==> src/bso_pkg.sv <==
// package: offsets, fields, reset values and carriers for the error-cause and port-option bank
// ----------------------------------------------------------------
// Behaviour
// address parity error on either bus that raised system error sets status bit 16.
// posted write data parity error that raised system error sets bit 17.
// posted write undelivered after retry limit, raising system error, sets bit 18.
// target abort on posted write delivery, raising system error, sets bit 19.
// master abort on posted write delivery, raising system error, sets bit 20.
// delayed write undelivered after retry limit, raising system error, sets bit 21.
// delayed read without any data after retry limit sets bit 22.
// initiator not repeating delayed transaction before master timeout sets bit 23.
// cause flags reset to zero, clear on written one, ignore written zero.
// system error drives only for unmasked events with the command enable set.
// option bit 1 lets primary read-line/read-multiple retries match plain read.
// option bit 2 lets primary write-and-invalidate retries match plain write.
// option bit 3 applies read aliasing to secondary-side read retries.
// option bit 4 applies write aliasing to secondary-side write retries.
// option bit 7 zero converts primary write-and-invalidate; one disconnects at lines.
// option bit 8 zero converts secondary write-and-invalidate; one disconnects at lines.
// option bit 9 one issues long requests for locked cycles; resets zero.
// option bit 10 one holds secondary request until queue empty or termination.
// option bit 11 one holds primary request until queue empty or termination.
// reserved option bits 0, 5, 6 and 15:12 read zero, reset zero.
// ----------------------------------------------------------------
package bso_pkg;
	localparam logic [7:0] OFF_CAUSE = 8'h68;
	localparam logic [7:0] OFF_OPTION = 8'h74;
	localparam int CAUSE_LSB = 16;
	localparam int CAUSE_W = 8;
	localparam logic [7:0] CAUSE_RESET = 8'h00;
	localparam int OPT_W = 16;
	localparam int OPT_PRI_RD_ALIAS = 1;
	localparam int OPT_PRI_WR_ALIAS = 2;
	localparam int OPT_SEC_RD_ALIAS = 3;
	localparam int OPT_SEC_WR_ALIAS = 4;
	localparam int OPT_PRI_MWI_DISC = 7;
	localparam int OPT_SEC_MWI_DISC = 8;
	localparam int OPT_LONG_LOCK = 9;
	localparam int OPT_SEC_HOLD = 10;
	localparam int OPT_PRI_HOLD = 11;
	localparam logic [15:0] OPT_WRITABLE = 16'h0f9e;
	localparam logic [15:0] OPT_RESET = 16'h0c00;
	localparam int EV_ADDR_PAR = 0;
	localparam int EV_PW_PAR = 1;
	localparam int EV_PW_UNDELIV = 2;
	localparam int EV_PW_TABORT = 3;
	localparam int EV_PW_MABORT = 4;
	localparam int EV_DW_UNDELIV = 5;
	localparam int EV_DR_NODATA = 6;
	localparam int EV_DT_TIMEOUT = 7;
	localparam int PORT_PRI = 0;
	localparam int PORT_SEC = 1;
	localparam logic [3:0] plain_memory_read_cmd = 4'h6;
	localparam logic [3:0] plain_memory_write_cmd = 4'h7;
	localparam logic [3:0] memory_read_multiple_cmd = 4'hc;
	localparam logic [3:0] memory_read_line_cmd = 4'he;
	localparam logic [3:0] write_and_invalidate_cmd = 4'hf;

	typedef struct packed {
		logic start;
		logic frame;
		logic queue_empty;
		logic target_term;
		logic lock;
	} bso_master_in_t;

	typedef struct packed {
		logic check;
		logic side;
		logic [3:0] queued_cmd;
		logic [3:0] retry_cmd;
	} bso_retry_in_t;
endpackage

==> src/bso_bank.sv <==
// module: error-cause flags, port options and the bridge behaviour they steer
`timescale 1ns/1ps
module bso_bank (
	input wire logic clk_sys,
	input wire logic rst,
	input wire logic [7:0] cfg_addr,
	input wire logic cfg_wr,
	input wire logic cfg_rd,
	input wire logic [3:0] cfg_be,
	input wire logic [31:0] cfg_wdata,
	output logic [31:0] cfg_rdata,
	output logic cfg_rvalid,
	input wire logic [7:0] serr_event,
	input wire logic [7:0] serr_event_mask,
	input wire logic serr_enable,
	output logic primary_system_error_out_n,
	input wire bso_pkg::bso_retry_in_t retry_in,
	output logic retry_match,
	output logic retry_match_valid,
	input wire logic mwi_accept,
	input wire logic mwi_side,
	output logic [3:0] mwi_fwd_cmd,
	output logic mwi_disconnect_at_line,
	output logic mwi_fwd_valid,
	input wire bso_pkg::bso_master_in_t pri_master,
	input wire bso_pkg::bso_master_in_t sec_master,
	output logic pri_req_n,
	output logic sec_req_n,
	output logic pri_long_lock_req,
	output logic sec_long_lock_req
);
	// ----------------------------------------------------------------
	// storage
	// ----------------------------------------------------------------
	logic [7:0] cause;
	logic [15:0] option;
	logic [7:0] next_cause;
	logic [15:0] next_option;
	logic [7:0] cause_set;
	logic [7:0] cause_clr;
	logic hit_cause;
	logic hit_option;

	// normalises a command under the selected aliasing
	function automatic logic [3:0] alias_cmd(input logic [3:0] cmd, input logic rd_alias,
		input logic wr_alias);
		logic [3:0] r;
		r = cmd;
		if (rd_alias && (cmd == bso_pkg::memory_read_line_cmd ||
			cmd == bso_pkg::memory_read_multiple_cmd)) begin
			r = bso_pkg::plain_memory_read_cmd;
		end
		if (wr_alias && cmd == bso_pkg::write_and_invalidate_cmd) begin
			r = bso_pkg::plain_memory_write_cmd;
		end
		return r;
	endfunction

	// next request level for one internal master
	function automatic logic req_next(input logic req_now, input bso_pkg::bso_master_in_t m,
		input logic hold);
		logic r;
		r = req_now;
		if (!req_now && m.start) begin
			r = 1'b1;
		end else if (req_now && hold && (m.queue_empty || m.target_term)) begin
			r = 1'b0;
		end else if (req_now && !hold && m.frame) begin
			r = 1'b0;
		end
		return r;
	endfunction

	assign hit_cause = (cfg_addr[7:2] == bso_pkg::OFF_CAUSE[7:2]);
	assign hit_option = (cfg_addr[7:2] == bso_pkg::OFF_OPTION[7:2]);

	// ----------------------------------------------------------------
	// cause flags
	// ----------------------------------------------------------------
	// an event is only recorded when it actually drives the error output
	always_comb begin
		cause_set = serr_event & ~serr_event_mask & {8{serr_enable}};
		cause_clr = 8'h00;
		if (cfg_wr && hit_cause && cfg_be[2]) begin
			cause_clr = cfg_wdata[bso_pkg::CAUSE_LSB +: bso_pkg::CAUSE_W];
		end
		// a set arriving with its clear wins, so no event is lost
		next_cause = (cause & ~cause_clr) | cause_set;
	end

	logic flag_addr_par;
	logic flag_pw_par;
	logic flag_pw_undeliv;
	logic flag_pw_tabort;
	logic flag_pw_mabort;
	logic flag_dw_undeliv;
	logic flag_dr_nodata;
	logic flag_dt_timeout;

	// one process per flag keeps each cause separately traceable
	always_ff @(posedge clk_sys or posedge rst) begin
		if (rst) begin
			flag_addr_par <= bso_pkg::CAUSE_RESET[bso_pkg::EV_ADDR_PAR];
		end else begin
			flag_addr_par <= next_cause[bso_pkg::EV_ADDR_PAR];
		end
	end

	always_ff @(posedge clk_sys or posedge rst) begin
		if (rst) begin
			flag_pw_par <= bso_pkg::CAUSE_RESET[bso_pkg::EV_PW_PAR];
		end else begin
			flag_pw_par <= next_cause[bso_pkg::EV_PW_PAR];
		end
	end

	always_ff @(posedge clk_sys or posedge rst) begin
		if (rst) begin
			flag_pw_undeliv <= bso_pkg::CAUSE_RESET[bso_pkg::EV_PW_UNDELIV];
		end else begin
			flag_pw_undeliv <= next_cause[bso_pkg::EV_PW_UNDELIV];
		end
	end

	always_ff @(posedge clk_sys or posedge rst) begin
		if (rst) begin
			flag_pw_tabort <= bso_pkg::CAUSE_RESET[bso_pkg::EV_PW_TABORT];
		end else begin
			flag_pw_tabort <= next_cause[bso_pkg::EV_PW_TABORT];
		end
	end

	always_ff @(posedge clk_sys or posedge rst) begin
		if (rst) begin
			flag_pw_mabort <= bso_pkg::CAUSE_RESET[bso_pkg::EV_PW_MABORT];
		end else begin
			flag_pw_mabort <= next_cause[bso_pkg::EV_PW_MABORT];
		end
	end

	always_ff @(posedge clk_sys or posedge rst) begin
		if (rst) begin
			flag_dw_undeliv <= bso_pkg::CAUSE_RESET[bso_pkg::EV_DW_UNDELIV];
		end else begin
			flag_dw_undeliv <= next_cause[bso_pkg::EV_DW_UNDELIV];
		end
	end

	always_ff @(posedge clk_sys or posedge rst) begin
		if (rst) begin
			flag_dr_nodata <= bso_pkg::CAUSE_RESET[bso_pkg::EV_DR_NODATA];
		end else begin
			flag_dr_nodata <= next_cause[bso_pkg::EV_DR_NODATA];
		end
	end

	always_ff @(posedge clk_sys or posedge rst) begin
		if (rst) begin
			flag_dt_timeout <= bso_pkg::CAUSE_RESET[bso_pkg::EV_DT_TIMEOUT];
		end else begin
			flag_dt_timeout <= next_cause[bso_pkg::EV_DT_TIMEOUT];
		end
	end

	assign cause = {flag_dt_timeout, flag_dr_nodata, flag_dw_undeliv, flag_pw_mabort,
		flag_pw_tabort, flag_pw_undeliv, flag_pw_par, flag_addr_par};

	// output pulses low with the event, one cycle after it
	always_ff @(posedge clk_sys or posedge rst) begin
		if (rst) begin
			primary_system_error_out_n <= 1'b1;
		end else begin
			primary_system_error_out_n <= ~(|cause_set);
		end
	end

	// ----------------------------------------------------------------
	// port options
	// ----------------------------------------------------------------
	always_comb begin
		next_option = option;
		if (cfg_wr && hit_option) begin
			if (cfg_be[0]) begin
				next_option[7:0] = cfg_wdata[7:0];
			end
			if (cfg_be[1]) begin
				next_option[15:8] = cfg_wdata[15:8];
			end
		end
		next_option = next_option & bso_pkg::OPT_WRITABLE;
	end

	logic [1:0] opt_pri_alias;
	logic [1:0] opt_sec_alias;
	logic [1:0] opt_mwi_disc;
	logic opt_long_lock;
	logic [1:0] opt_hold;

	// related option bits share a process; unowned bits are never stored at all
	always_ff @(posedge clk_sys or posedge rst) begin
		if (rst) begin
			opt_pri_alias <= bso_pkg::OPT_RESET[bso_pkg::OPT_PRI_RD_ALIAS +: 2];
		end else begin
			opt_pri_alias <= next_option[bso_pkg::OPT_PRI_RD_ALIAS +: 2];
		end
	end

	always_ff @(posedge clk_sys or posedge rst) begin
		if (rst) begin
			opt_sec_alias <= bso_pkg::OPT_RESET[bso_pkg::OPT_SEC_RD_ALIAS +: 2];
		end else begin
			opt_sec_alias <= next_option[bso_pkg::OPT_SEC_RD_ALIAS +: 2];
		end
	end

	always_ff @(posedge clk_sys or posedge rst) begin
		if (rst) begin
			opt_mwi_disc <= bso_pkg::OPT_RESET[bso_pkg::OPT_PRI_MWI_DISC +: 2];
		end else begin
			opt_mwi_disc <= next_option[bso_pkg::OPT_PRI_MWI_DISC +: 2];
		end
	end

	always_ff @(posedge clk_sys or posedge rst) begin
		if (rst) begin
			opt_long_lock <= bso_pkg::OPT_RESET[bso_pkg::OPT_LONG_LOCK];
		end else begin
			opt_long_lock <= next_option[bso_pkg::OPT_LONG_LOCK];
		end
	end

	always_ff @(posedge clk_sys or posedge rst) begin
		if (rst) begin
			opt_hold <= bso_pkg::OPT_RESET[bso_pkg::OPT_SEC_HOLD +: 2];
		end else begin
			opt_hold <= next_option[bso_pkg::OPT_SEC_HOLD +: 2];
		end
	end

	assign option = {4'h0, opt_hold, opt_long_lock, opt_mwi_disc, 2'h0, opt_sec_alias,
		opt_pri_alias, 1'h0};

	// ----------------------------------------------------------------
	// configuration read
	// ----------------------------------------------------------------
	always_ff @(posedge clk_sys or posedge rst) begin
		if (rst) begin
			cfg_rvalid <= 1'b0;
		end else begin
			cfg_rvalid <= cfg_rd;
		end
	end

	// unmapped offsets and unowned bits of a shared dword read as zero
	always_ff @(posedge clk_sys or posedge rst) begin
		if (rst) begin
			cfg_rdata <= 32'h0000_0000;
		end else begin
			if (cfg_rd && hit_cause) begin
				cfg_rdata <= {8'h00, cause, 16'h0000};
			end else if (cfg_rd && hit_option) begin
				cfg_rdata <= {16'h0000, option};
			end else begin
				cfg_rdata <= 32'h0000_0000;
			end
		end
	end

	// ----------------------------------------------------------------
	// retry matching
	// ----------------------------------------------------------------
	logic rd_alias;
	logic wr_alias;
	always_comb begin
		if (retry_in.side) begin
			rd_alias = option[bso_pkg::OPT_SEC_RD_ALIAS];
			wr_alias = option[bso_pkg::OPT_SEC_WR_ALIAS];
		end else begin
			rd_alias = option[bso_pkg::OPT_PRI_RD_ALIAS];
			wr_alias = option[bso_pkg::OPT_PRI_WR_ALIAS];
		end
	end

	// with aliasing off both sides pass unchanged, which is exact matching
	always_ff @(posedge clk_sys or posedge rst) begin
		if (rst) begin
			retry_match <= 1'b0;
			retry_match_valid <= 1'b0;
		end else begin
			retry_match_valid <= retry_in.check;
			retry_match <= retry_in.check &&
				(alias_cmd(retry_in.queued_cmd, rd_alias, wr_alias) ==
				alias_cmd(retry_in.retry_cmd, rd_alias, wr_alias));
		end
	end

	// ----------------------------------------------------------------
	// write-and-invalidate forwarding
	// ----------------------------------------------------------------
	logic mwi_disc_sel;
	assign mwi_disc_sel = mwi_side ? option[bso_pkg::OPT_SEC_MWI_DISC] :
		option[bso_pkg::OPT_PRI_MWI_DISC];

	always_ff @(posedge clk_sys or posedge rst) begin
		if (rst) begin
			mwi_fwd_cmd <= bso_pkg::plain_memory_write_cmd;
			mwi_disconnect_at_line <= 1'b0;
			mwi_fwd_valid <= 1'b0;
		end else begin
			mwi_fwd_valid <= mwi_accept;
			if (mwi_accept) begin
				mwi_disconnect_at_line <= mwi_disc_sel;
				mwi_fwd_cmd <= mwi_disc_sel ? bso_pkg::write_and_invalidate_cmd :
					bso_pkg::plain_memory_write_cmd;
			end
		end
	end

	// ----------------------------------------------------------------
	// internal master requests
	// ----------------------------------------------------------------
	// releasing at frame frees the bus sooner but costs re-arbitration per burst
	always_ff @(posedge clk_sys or posedge rst) begin
		if (rst) begin
			pri_req_n <= 1'b1;
		end else begin
			pri_req_n <= ~req_next(~pri_req_n, pri_master, option[bso_pkg::OPT_PRI_HOLD]);
		end
	end

	always_ff @(posedge clk_sys or posedge rst) begin
		if (rst) begin
			sec_req_n <= 1'b1;
		end else begin
			sec_req_n <= ~req_next(~sec_req_n, sec_master, option[bso_pkg::OPT_SEC_HOLD]);
		end
	end

	always_ff @(posedge clk_sys or posedge rst) begin
		if (rst) begin
			pri_long_lock_req <= 1'b0;
		end else begin
			pri_long_lock_req <= option[bso_pkg::OPT_LONG_LOCK] && pri_master.lock;
		end
	end

	always_ff @(posedge clk_sys or posedge rst) begin
		if (rst) begin
			sec_long_lock_req <= 1'b0;
		end else begin
			sec_long_lock_req <= option[bso_pkg::OPT_LONG_LOCK] && sec_master.lock;
		end
	end
endmodule

==> config.mk <==
export PLATFORM = sky130hd
export DESIGN_NAME = bso_bank
export DESIGN_NICKNAME = d
export VERILOG_FILES = /design/src/bso_pkg.sv /design/src/bso_bank.sv
export SDC_FILE = /design/constraint.sdc
export NUM_CORES = 1
export LEC_CHECK = 0
export BUFFER_PORTS_ARGS = -buffer_cell sky130_fd_sc_hd__buf_2
export CAP_MARGIN = 15
export CORE_MARGIN = 2
export CORE_UTILIZATION = 27
export DETAILED_ROUTE_END_ITERATION = 10
export GPL_TIMING_DRIVEN = 0
export PLACE_DENSITY = 0.59
export SYNTH_ARGS = -nofsm -noshare
export SYNTH_HDL_FRONTEND = slang
export SYNTH_SLANG_ARGS = --single-unit
export TNS_END_PERCENT = 10
==> constraint.sdc <==
create_clock -name clk_sys -period 4.25 [get_ports clk_sys]
set_input_delay 1.0625 -clock clk_sys [delete_from_list [all_inputs] [get_ports clk_sys]]
set_output_delay 1.0625 -clock clk_sys [all_outputs]
set_load 0.005 [all_outputs]
==> flow_summary_export.csv <==
group,metric,value,unit
critical_path,end_kind,"flop",
timing,fin_crit_sh,48.3,%
critical_path,critPathBufInv,1,
hold_path,hp-class,"flop to flop",
detailed_routing,wl,4330,um
pwr,irDropWorstVdd,0.000116,V
critical_path,slowest_stage,"nor3_1",
final_layout,area_growth_syn_to_layout,38.3,%
die,io_pins,133,
critical_path,crit_family,"simple AND/OR/NAND/NOR gates",
global_routing,grt_pass1_vias,1606,
timing,setup_viol,0,
detailed_routing,viasPerCell,4.07,
place,dpl-instance-area,0.00267,sq mm
yosys,avgSynthCellArea,12.3,sq um
critical_path,crit_type,"input pin to flop",
global_routing,grt.overflow.total,0,
detailed_routing,routed-via-count,1552,
place,place_congestion,0.754,
yosys,synth_cells,163,
timing,worst_slew_pin_slew,0.889,ns
pwr,p_total,0.000864,W
pwr,power-per-cell-area,311,mW/mm^2
clock_network,cts_num_sinks,44,
die,rows,31,
global_routing,gr-usage-all-layers,11.0,%
timing,fin_tns_setup,0,ns
detailed_routing,wire_per_inst,11.4,um
critical_path,arrival,2.27,ns
clock_network,clock_tree.buffer_depth,2,
timing,slew_violations,0,
final_layout,drive_above_1_share,52.1,%
die,initial_utilization,27.9,%
detailed_routing,drc,0,
outcome,outcome,"finished, final reports clean",
yosys,yosysSeqAreaShare,55.1,%
clock_network,cts_made_buffers,5,
critical_path,cpPeakStageDelay,0.68,ns
final_layout,layout_common_cells,"95 x buf_2, 39 x dfrtp_1, 19 x buf_4",
clock_network,cts.clk_slew.worst_paths,0.08,ns
global_routing,grt_pass1_wl,7220,um
clock_network,cts-root-buf,"clkbuf_8",
clock_network,cts_tree,"built",
pwr,p_leak,1.56,nW
clock_network,clock_latency,0.28,ns
critical_path,crit_chain,"buf_2 -> nand3b_4 -> nor3_1 -> and3_1",
final_layout,fin_area,0.00278,sq mm
timing,max_freq,0.487,GHz
critical_path,crit_fanout,8,
die,die_area,0.00815,sq mm
place,dp_hpwl,3540,um
yosys,ys_ff_latch,44,
yosys,ys_types,36,
global_routing,antenna_found_initial,0,
detailed_routing,ant_nets,0,
global_routing,grt_max_degree,45,
final_layout,n_antenna_cell,0,
clock_network,htree_levels,2,
clock_network,cts_setup_buffers,0,
timing,hold_viol,0,
yosys,yosys_warnings,0,
final_layout,nets,368,
detailed_routing,drtIter0Drc,19,
timing,fin_skew,0.00491,ns
critical_path,worst-r2r-setup-slack,2.82,ns
critical_path,startpoint_type,"input pin",
final_layout,layout_commonest_cell,"buf_2",
die,core_area,0.00721,sq mm
detailed_routing,dr.pass1.iters,4,
place,numPortBuffers,95,
timing,slew_headroom,40.6,%
yosys,synthesis.area,0.00201,sq mm
clock_network,ctsHoldBuffers,0,
critical_path,worstPathRequired,4.47,ns
timing,period_needed,2.05,ns
die,die_w,90.3,um
die,die_h,90.3,um
clock_network,cts_resized,0,
flow_run,maxCapViolCount,0,
timing,rsz0062_at_grt,"false",
[path summary, 6_finish.rpt]
check | endpoint | cells past startpoint | from
max | cfg_rdata[16] | 4 | cfg_addr[7]
min | pri_req_n | 1 | pri_req_n
max reg2reg | retry_match | 4 | opt_pri_alias[0]
min reg2reg | pri_req_n | 1 | pri_req_n
max in group asynchronous | cfg_rdata[21] | 2 | rst
min in group asynchronous | cfg_rdata[7] | 2 | rst
[Yosys cell counts]
library cell  count  area (sq um)
nor2_1            3          11.3
xnor2_1           2          17.5
a311oi_1          1          8.76
a22o_1            6          52.6
and3b_1           1          8.76
nand3_1           2          10.0
o2111ai_2         1          15.0
mux2_4            5          75.1
nand2b_1          1          6.26
mux2_2            6          67.6
o41ai_1           1          8.76
mux2i_1           3          30.0
and3_1           18           113
nor4b_2           1          15.0
a32o_1            5          50.1
and3b_2           1          10.0
a211o_1           1          8.76
buf_6             1          11.3
o21ai_0           2          10.0
dfstp_2           5           131
nor3_4            1          16.3
nand2_1          13          48.8
dfrtp_1          39           976
xor2_1            1          8.76
nor4_4            1          21.3
nor3_1            1          5.00
a21oi_1           3          15.0
nand4_1           1          6.26
nand3_4           1          17.5
clkbuf_1          2          7.51
inv_1             7          26.3
conb_1            2          7.51
and2_1            2          12.5
buf_4            19           143
nand3b_4          1          20.0
nor2b_1           3          18.8
[worst reg2reg max path, cell delays in order (launching register included)]
cell and delay (ns):
dfrtp_1 0.40, mux2_4 0.30, a22o_1 0.24, a311oi_1 0.30
nor4b_2 0.08
[report_power, final]
part	switching (W)	internal, W
sequential	0.00000867	0.000437
combinational	0.0000486	0.0000615
clock	0.000135	0.000174
total	0.000192	0.000672
[per-layer routing]
metal	track usage, %	part of all wire, %
met4	2.31	0.44
met5	0	0
met1	12.7	40
met3	3.84	9.4
met2	19.5	50
[cells by family after synthesis]
kind of cell / Yosys count / share of synthesized area, %
AOI/OAI and AO/OA: 20 / 8.40
other: 2 / 0.374
muxes: 14 / 8.59
buffers and inverters: 29 / 9.33
xor gates and xnor gates: 3 / 1.31
and+or+nand+nor: 51 / 16.9
DFF: 44 / 55.1
[stage by stage]
stage	worst slack, ns	hold slack (ns)	utilization, %	std cells
2_1_floorplan	2.16	0.458	-	179
3_3_place_gp	1.62	0.472	37.0	373
3_5_place_dp	1.90	0.476	37.0	373
4_1_cts	2.21	0.489	38.6	381
5_1_grt	2.15	0.525	38.6	381
6_report	2.20	0.486	38.6	381
[layout make-up]
cell class	instances	area, sq um
plain buffers	22	161
clock buffers	5	68.8
clock inverters	3	42.5
fillers	740	4430
inverters	7	26.3
multi-input cells	106	776
flip-flops and latches	44	1110
well taps	99	124
repair buffers	95	475
[sequential cells by signal, indices dropped and copies added, names as in the netlist, 2 cells and up]
name           cells
opt_pri_alias      2
cfg_rdata         17
opt_sec_alias      2
opt_hold           2
opt_mwi_disc       2
Power figures use the tool's default switching activity.
